--- config.mk ---
export PLATFORM = sky130hd
export DESIGN_NAME = pcs_flow
export DESIGN_NICKNAME = d
export VERILOG_FILES = /design/src/pcs_pkg.sv /design/src/pcs_return_stack.sv /design/src/pcs_flow.sv
export SDC_FILE = /design/constraint.sdc
export NUM_CORES = 1
export LEC_CHECK = 0
export BUFFER_PORTS_ARGS = -buffer_cell sky130_fd_sc_hd__buf_2
export CORE_AREA = 2 2 80 82
export DETAILED_ROUTE_END_ITERATION = 16
export DIE_AREA = 0 0 82 84
export PLACE_DENSITY = 0.73
export SETUP_SLACK_MARGIN = 0.4
export SLEW_MARGIN = 20
export SYNTH_ARGS = -nofsm -noshare
export SYNTH_HDL_FRONTEND = slang
export SYNTH_SLANG_ARGS = --single-unit
--- constraint.sdc ---
create_clock -name sys_clk -period 2.63 [get_ports sys_clk]
set_clock_uncertainty 0.15 [all_clocks]
set_input_delay 0.263 -clock sys_clk [delete_from_list [all_inputs] [get_ports sys_clk]]
set_output_delay 0.263 -clock sys_clk [all_outputs]
set_load 0.005 [all_outputs]
--- src/pcs_pkg.sv ---
// ============================================================
// Shared constants for the program flow and indirect block.
// ============================================================
package pcs_pkg;

   // ============================================================
   // Device variants.
   // ============================================================
   localparam int VAR_SMALL = 0;
   localparam int VAR_MID = 1;
   localparam int VAR_LARGE = 2;

   // Counter width of the small variant and of the mid and large variants.
   localparam int PC_W_SMALL = 9;
   localparam int PC_W_LARGE = 11;

   // ============================================================
   // Data sizes and file addresses.
   // ============================================================
   localparam int DATA_W = 8;
   localparam int FADDR_W = 5;
   localparam int IMM_W = 9;
   localparam int MEM_ADDR_W = 8;
   localparam logic [4:0] ADDR_INDIRECT = 5'h00;
   localparam logic [4:0] ADDR_PC_LOW = 5'h02;
   localparam logic [4:0] ADDR_STATUS = 5'h03;
   localparam logic [4:0] ADDR_POINTER = 5'h04;

   // ============================================================
   // Field positions.
   // ============================================================
   localparam int STAT_PAGE_LSB = 5;
   localparam int STAT_PAGE_MSB = 6;
   localparam int PAGE_W = 2;
   localparam int PTR_OFS_W = 5;
   localparam int PC_LOW_W = 8;
   localparam int PC_BIT8 = 8;

   // Pointer bits actually built for each variant.
   localparam logic [7:0] PTR_MASK_SMALL = 8'h1f;
   localparam logic [7:0] PTR_MASK_MID = 8'h7f;
   localparam logic [7:0] PTR_MASK_LARGE = 8'hff;

   // ============================================================
   // Reset values and the window self read value.
   // ============================================================
   localparam logic [1:0] PAGE_RST = 2'h0;
   localparam logic [7:0] PTR_RST = 8'h00;
   localparam logic [7:0] INDIRECT_SELF_READ = 8'h00;

   // Instruction class supplied by the decoder.
   typedef enum logic [1:0] {
      OP_SEQ,
      OP_JUMP,
      OP_CALL,
      OP_RETURN_WITH_LITERAL
   } pcs_op_t;

endpackage : pcs_pkg

--- src/pcs_return_stack.sv ---
// ============================================================
// Two-level return address stack.
// ============================================================
module pcs_return_stack #(
   parameter int WIDTH = 11
) (
   input wire logic sys_clk,
   input wire logic arst_n,
   input wire logic push,
   input wire logic pop,
   input wire logic [WIDTH-1:0] push_data,
   output logic [WIDTH-1:0] top_of_return_stack,
   output logic [WIDTH-1:0] level_two
);
   import pcs_pkg::*;

   logic [WIDTH-1:0] level_one;
   logic [WIDTH-1:0] next_level_one;
   logic [WIDTH-1:0] next_level_two;

   // A push shifts level one down and discards the old level two.
   // A pop copies level two up and leaves level two as it was.
   assign next_level_one = push ? push_data : (pop ? level_two : level_one);
   assign next_level_two = push ? level_one : level_two;

   // Both levels clear at reset.
   always_ff @(posedge sys_clk or negedge arst_n) begin
      if (!arst_n) begin
         level_one <= '0;
         level_two <= '0;
      end else begin
         level_one <= next_level_one;
         level_two <= next_level_two;
      end
   end

   // Read data come straight from the level registers.
   assign top_of_return_stack = level_one;

endmodule : pcs_return_stack

--- src/pcs_flow.sv ---
module pcs_flow #(
   parameter int VARIANT = pcs_pkg::VAR_LARGE
) (
   input wire logic sys_clk,
   input wire logic arst_n,
   input wire pcs_pkg::pcs_op_t op_class,
   input wire logic [pcs_pkg::IMM_W-1:0] op_imm,
   input wire logic [pcs_pkg::FADDR_W-1:0] file_addr,
   input wire logic file_rd,
   input wire logic file_wr,
   input wire logic [pcs_pkg::DATA_W-1:0] file_wdata,
   output logic [pcs_pkg::DATA_W-1:0] file_rdata,
   output logic file_own,
   output logic [pcs_pkg::MEM_ADDR_W-1:0] mem_addr,
   output logic mem_rd,
   output logic mem_wr,
   output logic [pcs_pkg::DATA_W-1:0] mem_wdata,
   input wire logic [pcs_pkg::DATA_W-1:0] mem_rdata,
   output logic work_load,
   output logic [pcs_pkg::DATA_W-1:0] work_data,
   output logic [10:0] prog_addr,
   output logic [pcs_pkg::PAGE_W-1:0] page_preselect
);
   import pcs_pkg::*;

   // ============================================================
   // Variant dependent sizes.
   // ============================================================

   // Counter and stack width follow the variant.
   localparam int PC_W = (VARIANT == VAR_SMALL) ? PC_W_SMALL : PC_W_LARGE;

   // Mask of the pointer bits that exist as flip-flops.
   localparam logic [7:0] PTR_MASK = (VARIANT == VAR_SMALL) ? PTR_MASK_SMALL :
                                     (VARIANT == VAR_MID) ? PTR_MASK_MID : PTR_MASK_LARGE;

   // True when the counter has page bits above bit 8.
   localparam bit HAS_PAGES = (VARIANT != VAR_SMALL);

   // ============================================================
   // Declarations.
   // ============================================================
   logic [PC_W-1:0] pc;
   logic [PC_W-1:0] next_pc;
   logic [PC_W-1:0] pc_plus_one;
   logic [PC_W-1:0] jump_target;
   logic [PC_W-1:0] call_target;
   logic [PC_W-1:0] stack_top;
   logic [PC_W-1:0] page_field;
   logic [PAGE_W-1:0] next_page_preselect;
   logic [DATA_W-1:0] pointer_q;
   logic [DATA_W-1:0] next_pointer;
   logic [DATA_W-1:0] indirect_pointer;
   logic [DATA_W-1:0] status_read;
   logic [DATA_W-1:0] pc_low_byte;
   logic [DATA_W-1:0] call_byte;
   logic [MEM_ADDR_W-1:0] indirect_addr;
   logic [MEM_ADDR_W-1:0] direct_addr;
   logic hit_indirect;
   logic hit_pc_low;
   logic hit_status;
   logic hit_pointer;
   logic window_on_self;
   logic pc_low_write;
   logic is_jump;
   logic is_call;
   logic is_return;
   logic push;
   logic pop;

   // ============================================================
   // Address decode of the file registers owned here.
   // ============================================================

   // Each owned file address is compared once.
   assign hit_indirect = (file_addr == ADDR_INDIRECT);
   assign hit_pc_low = (file_addr == ADDR_PC_LOW);
   assign hit_status = (file_addr == ADDR_STATUS);
   assign hit_pointer = (file_addr == ADDR_POINTER);

   // The data path merges our read data for the addresses we claim.
   assign file_own = hit_pc_low | hit_status | hit_pointer | hit_indirect;

   // Instruction class decode.
   assign is_jump = (op_class == OP_JUMP);
   assign is_call = (op_class == OP_CALL);
   assign is_return = (op_class == OP_RETURN_WITH_LITERAL);

   // A write to the low counter byte is a computed jump.
   assign pc_low_write = file_wr & hit_pc_low;

   // ============================================================
   // Program counter target values.
   // ============================================================

   // Sequential step; a carry out of bit 8 walks into the next page
   // without touching the page preselect bits.
   assign pc_plus_one = pc + PC_W'(1);

   // Page preselect bits placed at counter bits 10:9 on paged parts.
   generate
      if (HAS_PAGES) begin : g_page
         assign page_field = {page_preselect, {(PC_W-PAGE_W){1'b0}}};
      end else begin : g_nopage
         assign page_field = '0;
      end
   endgenerate

   // Jump target: immediate bits 8:0 plus the page field.
   assign jump_target = page_field | PC_W'(op_imm);

   // Call takes its byte from the instruction, a computed jump from
   // the result written to the low byte.
   assign call_byte = is_call ? op_imm[PC_LOW_W-1:0] : file_wdata;

   // Bit 8 stays zero so calls land in the first half of a page.
   assign call_target = page_field | PC_W'(call_byte);

   // ============================================================
   // Next counter value, in priority order.
   // ============================================================

   // Return beats call, call beats jump, jump beats a low byte write,
   // and with nothing loading it the counter steps by one.
   always_comb begin
      next_pc = pc_plus_one;
      if (is_return) begin
         next_pc = stack_top;
      end else if (is_call) begin
         next_pc = call_target;
      end else if (is_jump) begin
         next_pc = jump_target;
      end else if (pc_low_write) begin
         next_pc = call_target;
      end
   end

   // Counter register; reset lands on the last word of the last page.
   always_ff @(posedge sys_clk or negedge arst_n) begin
      if (!arst_n) begin
         pc <= '1;
      end else begin
         pc <= next_pc;
      end
   end

   // Fetch address, zero extended on the smallest variant.
   assign prog_addr = 11'(pc);

   // Low counter byte as seen by a file read.
   assign pc_low_byte = pc[PC_LOW_W-1:0];

   // ============================================================
   // Page preselect bits.
   // ============================================================

   // Software writes the page field through the status address only;
   // increments never change it.
   assign next_page_preselect = (file_wr & hit_status) ?
                                file_wdata[STAT_PAGE_MSB:STAT_PAGE_LSB] :
                                page_preselect;

   // Page zero is preselected after reset.
   always_ff @(posedge sys_clk or negedge arst_n) begin
      if (!arst_n) begin
         page_preselect <= PAGE_RST;
      end else begin
         page_preselect <= next_page_preselect;
      end
   end

   // Status read shows only the page field; other bits read zero here.
   assign status_read = DATA_W'({page_preselect, {STAT_PAGE_LSB{1'b0}}});

   // ============================================================
   // Return stack.
   // ============================================================

   // Call pushes the address after the call; return pops.
   assign push = is_call;
   assign pop = is_return;

   pcs_return_stack #(
      .WIDTH(PC_W)
   ) u_stack (
      .sys_clk(sys_clk),
      .arst_n(arst_n),
      .push(push),
      .pop(pop),
      .push_data(pc_plus_one),
      .top_of_return_stack(stack_top),
      .level_two()
   );

   // Return also hands its literal to the working register.
   assign work_load = is_return;
   assign work_data = op_imm[DATA_W-1:0];

   // ============================================================
   // Indirect pointer.
   // ============================================================

   // A write through the pointer address updates the built bits.
   assign next_pointer = (file_wr & hit_pointer) ? (file_wdata & PTR_MASK) : pointer_q;

   // Only the bits in the mask are real flip-flops; the others are
   // constant ones on read, so clearing never yields zero there.
   generate
      for (genvar b = 0; b < DATA_W; b++) begin : g_ptr
         if (PTR_MASK[b]) begin : g_built
            always_ff @(posedge sys_clk or negedge arst_n) begin
               if (!arst_n) begin
                  pointer_q[b] <= PTR_RST[b];
               end else begin
                  pointer_q[b] <= next_pointer[b];
               end
            end
            assign indirect_pointer[b] = pointer_q[b];
         end else begin : g_unbuilt
            assign pointer_q[b] = 1'b0;
            assign indirect_pointer[b] = 1'b1;
         end
      end
   endgenerate

   // ============================================================
   // Indirect data window.
   // ============================================================

   // Offset from bits 4:0, bank from the built bank bits above them.
   // The smallest variant has no bank bits, so its bank is zero.
   assign indirect_addr = (pointer_q & PTR_MASK);

   // Direct accesses reach bank zero at the file address.
   assign direct_addr = MEM_ADDR_W'(file_addr);

   // The pointer aiming at the window address reaches nothing.
   assign window_on_self = (pointer_q[PTR_OFS_W-1:0] == ADDR_INDIRECT);

   // Memory port: window accesses are redirected through the pointer.
   assign mem_addr = hit_indirect ? indirect_addr : direct_addr;
   assign mem_rd = file_rd & ~(hit_pc_low | hit_status | hit_pointer) &
                   ~(hit_indirect & window_on_self);
   assign mem_wr = file_wr & ~(hit_pc_low | hit_status | hit_pointer) &
                   ~(hit_indirect & window_on_self);
   assign mem_wdata = file_wdata;

   // ============================================================
   // File read data.
   // ============================================================

   // Owned registers answer from here; the window answers from memory
   // unless it points at itself, which reads as zero.
   always_comb begin
      file_rdata = mem_rdata;
      if (hit_pc_low) begin
         file_rdata = pc_low_byte;
      end else if (hit_status) begin
         file_rdata = status_read;
      end else if (hit_pointer) begin
         file_rdata = indirect_pointer;
      end else if (hit_indirect && window_on_self) begin
         file_rdata = INDIRECT_SELF_READ;
      end else if (hit_indirect) begin
         file_rdata = mem_rdata;
      end
   end

   // The core is expected to hold op_class, op_imm, file_* steady
   // through each instruction cycle; nothing here re-times them.

endmodule : pcs_flow

## Word-level counts from Yosys, hierarchy flattened

Index checks and enable logic that the tools add are counted.

| storage, ports and cells | value |
|---|---|
| bits in registers | 43 |
| output and inout port bits | 49 |
| bits of input ports | 36 |

| operators by class | value |
|---|---|
| reduce and logical (&&, ||, !) cells | 4 |
| equality and inequality tests | 6 |
| add/subtract/negate cells | 1 |
| bitwise logic cells | 15 |
| mux-type cells | 12 |

Operators by type and width:

| cell | count |
|---|---|
| two-way mux 11 bit | 6 |
| two-way mux 8 bit | 6 |
| adder 11 x 1 -> 11 bit (second input constant) | 1 |
| OR 11 x 8 -> 11 bit | 1 |
| OR 11 x 9 -> 11 bit | 1 |
| == test 5 x 2 -> 1 bit (second input constant) | 2 |
| zero test 5 bit | 2 |
| AND 1 bit | 8 |
| == test 5 x 3 -> 1 bit (second input constant) | 1 |
| == test 2 bit (second input constant) | 2 |
| OR 1 bit | 3 |
| == test 2 x 1 -> 1 bit (second input constant) | 1 |
| NOT 1 bit | 2 |
| nonzero test 2 bit | 1 |
| logical AND 1 bit | 1 |

## Logic depth before layout (Yosys ltp)

Gate-level depths: netlist of run 1.

| depth | value |
|---|---|
| word-level depth | 7 |
| gate-level depth with buffers | 6 |
| gate-level depth less buffers | 5 |

## Hierarchy

A second synthesis of run 1 with hierarchy kept.

| unflattened totals | value |
|---|---|
| cell total of the unflattened synthesis | 275 |
| area total of the unflattened synthesis | 2787.7 um^2 |

Modules (own cells, without submodules):

| module | seq. area each (um^2) | instances | cells an instance | area an instance (um^2) |
|---|---|---|---|---|
| pcs_flow | 539.3 | 1 | 204 | 1824.2 |
| pcs_return_stack | 550.5 | 1 | 71 | 963.4 |

## Worst setup path before layout of run 1

OpenSTA, ideal clock, no wires.

| timing path | value |
|---|---|
| path type | input to output |
| from | in file_addr[0] (netlist name) |
| to | out file_rdata[6] (netlist name) |
| arrival time | 1.508 ns |
| data required time | 2.217 ns |
| cell stages on the path | 6 |
| path slack | 0.709 ns |
| cells stage by stage | buf_6 > or4b_4 > nor2_4 > buf_6 > nor3b_1 > o31a_1 |

| between the ends | value |
|---|---|
| word-level cells in the longest chain between the ends | 6 |

RTL lines:

| element | line | text |
|---|---|---|
| from (decl) | pcs_flow.sv:8 | `input wire logic [pcs_pkg::FADDR_W-1:0] file_addr,` |
| zero test 5 bit | pcs_flow.sv:76 | `assign hit_indirect = (file_addr == ADDR_INDIRECT);` |
| logical AND 1 bit | pcs_flow.sv:262 | `end else if (hit_indirect && window_on_self) begin` |
| two-way mux 8 bit | pcs_flow.sv:262 |  |
| two-way mux 8 bit | pcs_flow.sv:260 | `end else if (hit_pointer) begin` |
| two-way mux 8 bit | pcs_flow.sv:258 | `end else if (hit_status) begin` |
| two-way mux 8 bit (*) | pcs_flow.sv:256 | `if (hit_pc_low) begin` |
| to (decl) | pcs_flow.sv:12 | `output logic [pcs_pkg::DATA_W-1:0] file_rdata,` |

Mark *: on every way between the ends. The rest lies on a longest branch, timed or not.

## Worst setup path after layout of run 1

| timing path | value |
|---|---|
| from | reg pointer_q[4] (netlist: indirect_addr[4]) |
| to | out file_rdata[6] (netlist name) |

| between the ends | value |
|---|---|
| word-level cells in the longest chain between the ends | 6 |

RTL lines:

| element | line | text |
|---|---|---|
| from (decl) | pcs_flow.sv:51 | `logic [DATA_W-1:0] pointer_q;` |
| from (signal, indexed assignment) | pcs_flow.sv:213 | `pointer_q[b] <= PTR_RST[b];` |
| from (signal, indexed assignment) | pcs_flow.sv:215 | `pointer_q[b] <= next_pointer[b];` |
| zero test 5 bit | pcs_flow.sv:238 | `assign window_on_self = (pointer_q[PTR_OFS_W-1:0] == ADDR_INDIRECT);` |
| logical AND 1 bit | pcs_flow.sv:262 |  |
| two-way mux 8 bit | pcs_flow.sv:262 |  |
| two-way mux 8 bit | pcs_flow.sv:260 |  |
| two-way mux 8 bit | pcs_flow.sv:258 |  |
| two-way mux 8 bit | pcs_flow.sv:256 |  |

No other way between the ends.

==> flow_metrics.env, run 1 <==
export IMPL_cts_tree="done"
export IMPL_core_um2=6096
export IMPL_finalWeightedCongestion=0.8490
export IMPL_cp_data_arrival_time_ps=1760
export IMPL_timing_final_max_slew_violations=0
export IMPL_async_flop_share=1.000
export IMPL_hp_class="in2reg"
export IMPL_dr_pass1_iters=4
export IMPL_critical_path_top_delay_family="simple AND/OR/NAND/NOR gates"
export IMPL_ys_seq_area_frac=0.4078
export IMPL_yosys_warnings=0
export IMPL_grtUsageTotal=0.2009
export IMPL_drtIter0Drc=244
export IMPL_synth_area_um2=2673
export IMPL_clk_insertion_delay_late_ps=290
export IMPL_cp_max_fo=4
export IMPL_antenna_found_initial=0
export IMPL_start_util=0.4384
export IMPL_port_buffers=84
export IMPL_synth_edff_count=0
export IMPL_cts_buffers=5
export IMPL_multi_input_area_um2=1386
export IMPL_path_buf_inv=1
export IMPL_highest_layer="met4"
export IMPL_outcome="finished clean"
export IMPL_synth_nets=308
export IMPL_grt_max_degree=44
export IMPL_fillCellCount=569
export IMPL_ys_flop_type="dfrtp_1"
export IMPL_drtAntennaViolNets=0
export IMPL_die_h_um=84
export IMPL_fin_setup_tns_ps=0
export IMPL_clockBufferDepth=2
export IMPL_crit_chain="nor4_2 > and4b_2 > nor3b_1 > o31a_1 > buf_2"
export IMPL_dp_hpwl_um=4821
export IMPL_startpoint_type="flip-flop"
export IMPL_path_class="reg2out"
export IMPL_vias=2379
export IMPL_nNetsFinal=377
export IMPL_ctsHtreeMaxLevel=2
export IMPL_power_density_nw_per_um2=636.2
export IMPL_synth_seq_cells=43
export IMPL_ys_types=48
export IMPL_io_pins=85
export IMPL_grt_pass1_wl_um=10850
export IMPL_drt_wl_total_um=6617
export IMPL_wl_met3_um=395
export IMPL_cap_violations=0
export IMPL_slowest_stage="dfrtp_1"
export IMPL_diodes=0
export IMPL_dieArea_um2=6888
export IMPL_row_count=29
export IMPL_grt_pass1_vias=2294
export IMPL_max_slew_worst_pin_slew_ps=976.1
export IMPL_wire_per_inst_um=15.83
export IMPL_peakVddDrop_mv=0.2733
export IMPL_viasPerCell=5.691
export IMPL_p_leak_nw=1.505
export IMPL_grt_ovfl_total=0
export IMPL_power_total_mw=2.042
export IMPL_die_w_um=82
export IMPL_cp_data_required_time_ps=2220
export IMPL_route_detailed_drc=0
export IMPL_layout_worst_path_cycle_share=0.8247
export IMPL_endpoint_kind="output pin"
export IMPL_seqCellArea_um2=1090
export IMPL_hold_viol_final=0
export IMPL_avgSynthCellArea_um2=9.862
export IMPL_cts_root_buf="clkbuf_8"
export IMPL_r2r_slack_ps=550
export IMPL_cts_sinks=43
export IMPL_drive_above_1_share=0.4252
export IMPL_rsz0062_at_grt="yes"
export IMPL_setup_violations=0
export IMPL_clkTransAtPathRegs_ps=80
export IMPL_wl_met1_um=2917
export IMPL_dr_wl_met2_um=3226
export IMPL_syn_to_final_growth_pct=20.13
export IMPL_period_needed_ps=2169
export IMPL_synth_cells=271
export IMPL_cpPeakStageDelay_ps=390
export IMPL_max_freq_ghz=0.4611
export IMPL_max_slew_margin=0.3469
logic make-up (layout without fill, tap and decap cells):
group,Yosys count,in the layout,share of synthesized area
simple gates,75,75,0.1597
buf+inv,36,106,0.08006
xor+xnor,4,4,0.01311
compound gates,76,76,0.1887
mux,36,36,0.1461
flops,43,43,0.4078
fa+ha+maj,1,1,0.004681
worst register-to-register path, cell delays in order, from the launching register on:
cell	delay [ps]
dfstp_2	610
ha_1	300
inv_1	120
o41a_1	440
nor4_1	250
o22ai_1	140
registers in the layout (all words and copies together) (netlist names):
name,count
u_stack.level_two,11
u_stack.top_of_return_stack,11
page_preselect,2
indirect_addr,8
prog_addr,11
worst paths after layout:
kind | startpoint | endpoint | depth (start not counted)
setup / recovery | indirect_addr[4]$_DFFE_PN0P_ | file_rdata[6] | 5
hold / removal | file_wdata[3] | indirect_addr[3]$_DFFE_PN0P_ | 2
setup reg to reg | prog_addr[0]$_DFF_PN1_ | prog_addr[10]$_DFF_PN1_ | 5
hold reg to reg | u_stack.level_two[6]$_DFFE_PN0P_ | u_stack.level_two[6]$_DFFE_PN0P_ | 1
max in group asynchronous | arst_n | u_stack.top_of_return_stack[7]$_DFFE_PN0P_ | 2
min in group asynchronous | arst_n | u_stack.level_two[8]$_DFFE_PN0P_ | 2
synth_stat cells (5+ instances only):
library cell | instances | area, µm²
a21o_1 | 8 | 60.06
nor3_1 | 14 | 70.07
mux2_2 | 24 | 270.3
nor2_1 | 12 | 45.04
a22o_1 | 5 | 43.79
and2_1 | 5 | 31.28
nand3_1 | 6 | 30.03
o21ai_0 | 23 | 115.1
and3_1 | 5 | 31.28
dfstp_2 | 11 | 289.0
inv_1 | 6 | 22.52
nor4_1 | 6 | 37.54
o2bb2ai_1 | 5 | 43.79
mux2i_1 | 12 | 120.1
a21oi_1 | 12 | 60.06
a22oi_1 | 5 | 37.54
clkbuf_1 | 7 | 26.28
dfrtp_1 | 32 | 800.8
nand2_1 | 10 | 37.54
buf_4 | 16 | 120.1
final cells by class:
type,count,area share
Tap cell,77,0.03001
Timing Repair Buffer,92,0.1504
Clock inverter,2,0.01871
Inverter,6,0.007015
Sequential cell,43,0.3394
Multi-Input combinational cell,192,0.4318
Clock buffer,6,0.02260
layer usage:
layer	GRT usage	vias to the layer above
met3	0.03139	8
met4	0.05909	0
met1	0.2684	1154
met5	0	-
li1	-	1132
met2	0.3319	85
layout by cell type, fill, tap and decap left out, types with 6 or more instances in the layout:
| cell | instances |
|---|---|
| mux2_2 | 24 |
| dfrtp_1 | 32 |
| nand3_1 | 6 |
| dfstp_2 | 11 |
| o21ai_0 | 23 |
| buf_4 | 7 |
| nand2_1 | 10 |
| nor2_1 | 12 |
| buf_2 | 84 |
| inv_1 | 6 |
| a21o_1 | 8 |
| a21oi_1 | 12 |
| nor3_1 | 13 |
| mux2i_1 | 12 |
report_power, final:
part           internal [mW]  switching [mW]
Combinational          0.258           0.231
Clock                  0.379           0.220
Sequential             0.826           0.128
Total                   1.46           0.579
metrics by stage:
stage,hold WS [ps],util,worst slack [ps],cell area [µm²],std cells
4_1_cts,74.96,0.5246,404.1,3198,417
2_1_floorplan,-182.6,-,709.0,2673,271
6_report,75.07,0.5267,461.1,3211,418
5_1_grt,83.22,0.5267,371.1,3211,418
3_3_place_gp,307.3,0.4967,493.6,3028,406
3_5_place_dp,304.7,0.4967,458.9,3028,406
timing repair:
action / CTS / global route
hold endpoints to repair: 32 / 0
pin swaps: 2 / 4
hold buffers: 1 / 0
buffers inserted: 2 / 1
setup endpoints to repair: 9 / 3
resized for setup: 3 / 1
No activity file was read; power rests on OpenSTA's default activity.
==> inputs of run 2 (changes only) <==
--- a/config.mk
+++ b/config.mk
@@ -9,7 +9,7 @@
 export CORE_AREA = 2 2 80 82
 export DETAILED_ROUTE_END_ITERATION = 16
 export DIE_AREA = 0 0 82 84
-export PLACE_DENSITY = 0.73
+export PLACE_DENSITY = 0.76
 export SETUP_SLACK_MARGIN = 0.4
 export SLEW_MARGIN = 20
 export SYNTH_ARGS = -nofsm -noshare
==> constraint.sdc (replaced) <==
create_clock -name sys_clk -period 1.9 [get_ports sys_clk]
set_clock_uncertainty 0.15 [all_clocks]
set_input_delay 0.19 -clock sys_clk [delete_from_list [all_inputs] [get_ports sys_clk]]
set_output_delay 0.19 -clock sys_clk [all_outputs]
set_load 0.005 [all_outputs]
==> flow_metrics.env, run 2 (synthesized netlist as in run 1, its figures left out) <==
export IMPL_cp_data_arrival_time_ps=1750
export IMPL_outcome="finished with violations"
export IMPL_cts_sinks=43
export IMPL_die_w_um=82
export IMPL_viasPerCell=5.888
export IMPL_wire_per_inst_um=19.42
export IMPL_dieArea_um2=6888
export IMPL_whs_ps=10.77
export IMPL_cp_max_fo=4
export IMPL_clockBufferDepth=2
export IMPL_port_buffers=84
export IMPL_max_slew_margin=0.6608
export IMPL_drtAntennaViolNets=0
export IMPL_ctsHtreeMaxLevel=2
export IMPL_drtIter0Drc=256
export IMPL_setup_slack_ps=-193.8
export IMPL_path_class="reg2out"
export IMPL_cts_tree="done"
export IMPL_route_detailed_drc=0
export IMPL_grt_pass1_vias=2618
export IMPL_dp_hpwl_um=5277
export IMPL_power_total_mw=3.287
export IMPL_cts_root_buf="clkbuf_8"
export IMPL_setup_violations=11
export IMPL_clk_insertion_delay_late_ps=300
export IMPL_clkTransAtPathRegs_ps=90
export IMPL_grtUsageTotal=0.2503
export IMPL_start_util=0.4384
export IMPL_grt_max_degree=44
export IMPL_crit_chain="nor4_2 > and4b_2 > nor3b_2 > o31a_1 > buf_2"
export IMPL_multi_input_area_um2=1764
export IMPL_grt_pass1_wl_um=13140
export IMPL_cp_data_required_time_ps=1560
export IMPL_core_um2=6096
export IMPL_dpl_worst_slack_ps=24.14
export IMPL_final_cell_mix="79 x buf_2, 32 x dfrtp_1, 23 x buf_4"
export IMPL_hp_class="in2reg"
export IMPL_max_slew_worst_pin_slew_ps=507.8
export IMPL_stdcell_count=457
export IMPL_drive_above_1_share=0.5868
export IMPL_period_needed_ps=2094
export IMPL_io_pins=85
export IMPL_cap_violations=0
export IMPL_syn_to_final_growth_pct=50.61
export IMPL_layout_worst_path_cycle_share=1.102
export IMPL_timing_final_max_slew_violations=0
export IMPL_row_count=29
export IMPL_power_density_nw_per_um2=816.5
export IMPL_diodes=0
export IMPL_hold_viol_final=0
export IMPL_critical_path_top_delay_family="simple AND/OR/NAND/NOR gates"
export IMPL_rsz0062_at_grt="yes"
export IMPL_seqCellArea_um2=1090
export IMPL_final_common_cell="buf_2"
export IMPL_grt_ovfl_total=0
export IMPL_p_leak_nw=1.871
export IMPL_path_buf_inv=1
export IMPL_nNetsFinal=416
export IMPL_startpoint_type="flip-flop"
export IMPL_cts_buffers=5
export IMPL_violations="setup timing"
export IMPL_finalWeightedCongestion=0.8436
export IMPL_drt_wl_total_um=8873
export IMPL_vias=2691
export IMPL_dp_cells=433
export IMPL_max_freq_ghz=0.4776
export IMPL_endpoint_kind="output pin"
export IMPL_fin_util=0.6603
export IMPL_antenna_found_initial=0
export IMPL_dr_pass1_iters=5
export IMPL_cpPeakStageDelay_ps=400
export IMPL_peakVddDrop_mv=0.4171
export IMPL_die_h_um=84
export IMPL_slowest_stage="dfrtp_1"
export IMPL_fillCellCount=415
[run 2: layer usage]
metal	track usage	share of wire	up-vias
met5	0	0	-
met4	0.1167	0.031	0
met3	0.04329	0.062	26
met2	0.4287	0.51	135
met1	0.2978	0.39	1319
li1	-	-	1211
[run 2: area by class of cell]
| cell class | count | area share |
|---|---|---|
| clock inverter | 3 | 0.01679 |
| sequential | 43 | 0.2708 |
| inverter | 6 | 0.005595 |
| clock buffer | 5 | 0.01710 |
| tap | 77 | 0.02394 |
| timing repair buffer | 131 | 0.2275 |
| multi-input combinational | 192 | 0.4383 |
[run 2: repair_timing]
item                                   4_1_cts  5_1_grt
hold buffers                                 3        0
endpoints found under the hold margin       45        0
setup endpoints to repair                   35       46
resized for setup                           81       23
pin swaps                                   32       17
buffers inserted                            11        2
[run 2: final timing paths]
| kind | from | end | slack [ps] | cells past startpoint |
|---|---|---|---|---|
| worst max-delay path | indirect_addr[4]$_DFFE_PN0P_ | file_rdata[6] | -190 | 5 |
| max in group asynchronous | arst_n | prog_addr[5]$_DFF_PN1_ | 1100 | 3 |
| worst min-delay path | file_wdata[3] | indirect_addr[3]$_DFFE_PN0P_ | 10 | 2 |
| worst max register to register | prog_addr[3]$_DFF_PN1_ | prog_addr[9]$_DFF_PN1_ | -100 | 5 |
| min in group asynchronous | arst_n | u_stack.top_of_return_stack[8]$_DFFE_PN0P_ | 240 | 3 |
| worst min register to register | u_stack.level_two[5]$_DFFE_PN0P_ | u_stack.level_two[5]$_DFFE_PN0P_ | 360 | 1 |
[run 2: power by group]
group	switching [mW]	internal [mW]
Sequential	0.177	1.14
Combinational	0.514	0.589
Clock	0.340	0.524
[run 2: through the flow]
| step | TNS, ps | cell area [µm²] |
|---|---|---|
| floorplan | 0 | 2720 |
| global placement | 0 | 3289 |
| detailed placement | 0 | 3289 |
| CTS | -1712 | 3901 |
| global route | -1807 | 4025 |
| finish | -1484 | 4025 |
==> inputs of run 3 (changes only) <==
--- a/config.mk
+++ b/config.mk
@@ -10,7 +10,6 @@
 export DETAILED_ROUTE_END_ITERATION = 16
 export DIE_AREA = 0 0 82 84
 export PLACE_DENSITY = 0.76
-export SETUP_SLACK_MARGIN = 0.4
 export SLEW_MARGIN = 20
 export SYNTH_ARGS = -nofsm -noshare
 export SYNTH_HDL_FRONTEND = slang
==> constraint.sdc (replaced) <==
create_clock -name sys_clk -period 1.9 [get_ports sys_clk]
set_clock_uncertainty 0.15 [all_clocks]
set_input_delay 0.095 -clock sys_clk [delete_from_list [all_inputs] [get_ports sys_clk]]
set_output_delay 0.095 -clock sys_clk [all_outputs]
set_load 0.005 [all_outputs]
==> flow_metrics.env, run 3 (synthesized netlist as in run 1, its figures left out) <==
export IMPL_io_pins=85
export IMPL_max_slew_worst_pin_slew_ps=377.5
export IMPL_final_area_um2=3593
export IMPL_vias=2532
export IMPL_path_class="reg2out"
export IMPL_outcome="finished with violations"
export IMPL_fillCellCount=508
export IMPL_power_density_nw_per_um2=792.3
export IMPL_dr_pass1_iters=4
export IMPL_die_h_um=84
export IMPL_setup_slack_ps=-85.89
export IMPL_finalWeightedCongestion=0.8732
export IMPL_slowest_stage="dfrtp_1"
export IMPL_cts_buffers=5
export IMPL_clockBufferDepth=2
export IMPL_p_leak_nw=1.689
export IMPL_p_sw_mw=0.8373
export IMPL_r2r_end="u_stack.top_of_return_stack[7]$_DFFE_PN0P_"
export IMPL_violations="setup timing"
export IMPL_syn_to_final_growth_pct=34.46
export IMPL_cp_max_fo=4
export IMPL_cpPeakStageDelay_ps=390
export IMPL_cts_tree="done"
export IMPL_reg2reg_depth=5
export IMPL_max_freq_ghz=0.5036
export IMPL_port_buffers=84
export IMPL_dpl_worst_slack_ps=-4.221
export IMPL_grt_pass1_vias=2402
export IMPL_setup_violations=10
export IMPL_wire_per_inst_um=16.57
export IMPL_cp_data_arrival_time_ps=1740
export IMPL_p_sw_frac=0.2941
export IMPL_grt_ovfl_total=0
export IMPL_hp_class="in2reg"
export IMPL_dpl_cell_area_um2=3191
export IMPL_clkTransAtPathRegs_ps=80
export IMPL_drt_wl_total_um=7539
export IMPL_dieArea_um2=6888
export IMPL_combPwrFrac=0.291
export IMPL_cts_sinks=43
export IMPL_final_cell_mix="83 x buf_2, 32 x dfrtp_1, 26 x buf_4"
export IMPL_seqCellArea_um2=1090
export IMPL_crit_chain="nor4_2 > and4b_2 > nor3b_2 > o31a_1 > buf_2"
export IMPL_power_total_mw=2.847
export IMPL_multi_input_area_um2=1445
export IMPL_path_depth=5
export IMPL_antenna_found_initial=0
export IMPL_worstHoldStart="op_class[1]"
export IMPL_route_detailed_drc=0
export IMPL_period_needed_ps=1986
export IMPL_critical_path_top_delay_family="simple AND/OR/NAND/NOR gates"
export IMPL_drtAntennaViolNets=0
export IMPL_worstHoldEndpoint="u_stack.top_of_return_stack[0]$_DFFE_PN0P_"
export IMPL_endpoint_kind="output pin"
export IMPL_grtUsageTotal=0.2149
export IMPL_cap_violations=0
export IMPL_peakVddDrop_mv=0.5527
export IMPL_dp_hpwl_um=5314
export IMPL_regToRegStartpoint="prog_addr[3]$_DFF_PN1_"
export IMPL_intPower_mw=2.010
export IMPL_cp_data_required_time_ps=1650
export IMPL_nNetsFinal=414
export IMPL_ctsHtreeMaxLevel=2
export IMPL_r2r_slack_ps=20
export IMPL_layout_worst_path_cycle_share=1.045
export IMPL_fin_util=0.5895
export IMPL_diodes=0
export IMPL_startpoint_type="flip-flop"
export IMPL_start_util=0.4384
export IMPL_clk_insertion_delay_late_ps=300
export IMPL_grt_pass1_wl_um=11420
export IMPL_clockPowerShare=0.256
export IMPL_final_common_cell="buf_2"
export IMPL_max_slew_margin=0.7462
export IMPL_core_um2=6096
export IMPL_p_seq_frac=0.453
export IMPL_drive_above_1_share=0.4630
export IMPL_rsz0062_at_grt="yes"
export IMPL_row_count=29
export IMPL_drtIter0Drc=222
export IMPL_cts_root_buf="clkbuf_8"
export IMPL_hold_viol_final=0
export IMPL_timing_final_max_slew_violations=0
export IMPL_viasPerCell=5.565
export IMPL_min_path_cells=3
export IMPL_path_buf_inv=1
export IMPL_grt_max_degree=44
export IMPL_die_w_um=82
run 3: cell types whose count changed in the layout (fill, tap and decap cells not counted), sizes merged:
cell / delta
buf: -17
bufinv: -1
clkbuf: +1
clkinv: +1
clkinvlp: -1
dlygate4sd3: +15
run 3: layout make-up:
class                      instances  area share
clock inverter                     2    0.009749
multi-input combinational        192      0.4022
timing repair buffer             129      0.2288
inverter                           6    0.006267
sequential                        43      0.3033
clock buffer                       6     0.02298
tap                               77     0.02681
run 3: what timing repair did:
item                                    CTS  global route
endpoints found under the setup margin   11            15
hold endpoints to repair                 62             0
buffers inserted                          3             1
pin swaps                                 6            12
hold buffers                             18             0
cloned                                    0             0
gates resized for setup                   6            10
run 3: stage by stage:
| stage | hold slack [ps] | instances | setup TNS (ps) |
|---|---|---|---|
| finish | 93.37 | 455 | -335.1 |
| floorplan | -350.6 | 271 | 0 |
| CTS | 81.77 | 454 | -385.5 |
| global route | 107.7 | 455 | -1059 |
| global placement | -67.62 | 426 | 0 |
| detailed placement | -63.29 | 426 | -4.221 |
run 3: worst max-delay path by stage:
stage                                       startpoint                      end  slack (ps)
after detailed placement        prog_addr[0]$_DFF_PN1_  prog_addr[10]$_DFF_PN1_          -4
after floorplan                 prog_addr[2]$_DFF_PN1_  prog_addr[10]$_DFF_PN1_          30
after global placement          prog_addr[0]$_DFF_PN1_  prog_addr[10]$_DFF_PN1_         100
after CTS                 indirect_addr[1]$_DFFE_PN0P_            file_rdata[6]         -50
after global routing      indirect_addr[1]$_DFFE_PN0P_            file_rdata[6]        -150
final                     indirect_addr[1]$_DFFE_PN0P_            file_rdata[6]         -90
run 3: metal layers:
metal  share of wire  vias to the layer above  track usage  wire [µm]
met4           0.028                        0       0.1061        208
met5               0                        -            0          0
met2            0.49                      103       0.3570       3687
li1                -                     1205            -          -
met1            0.42                     1207       0.2629       3175
met3           0.062                       17      0.03788        468
run 3: power by group through the flow:
stage | clock network [mW] | logic, mW | registers [mW]
floorplan | 0 | 0.448 | 1.28
global route | 0.784 | 0.909 | 1.31
detailed placement | 0 | 0.745 | 1.30
global placement | 0 | 0.722 | 1.29
CTS | 0.749 | 0.806 | 1.28
finish | 0.730 | 0.828 | 1.29
run 3: worst reg2reg max path, cell delays in order (launching register included):
cell	delay, ps
dfstp_2	540
nand4_1	250
buf_4	230
o31a_1	260
nor3_1	220
o2bb2ai_1	110
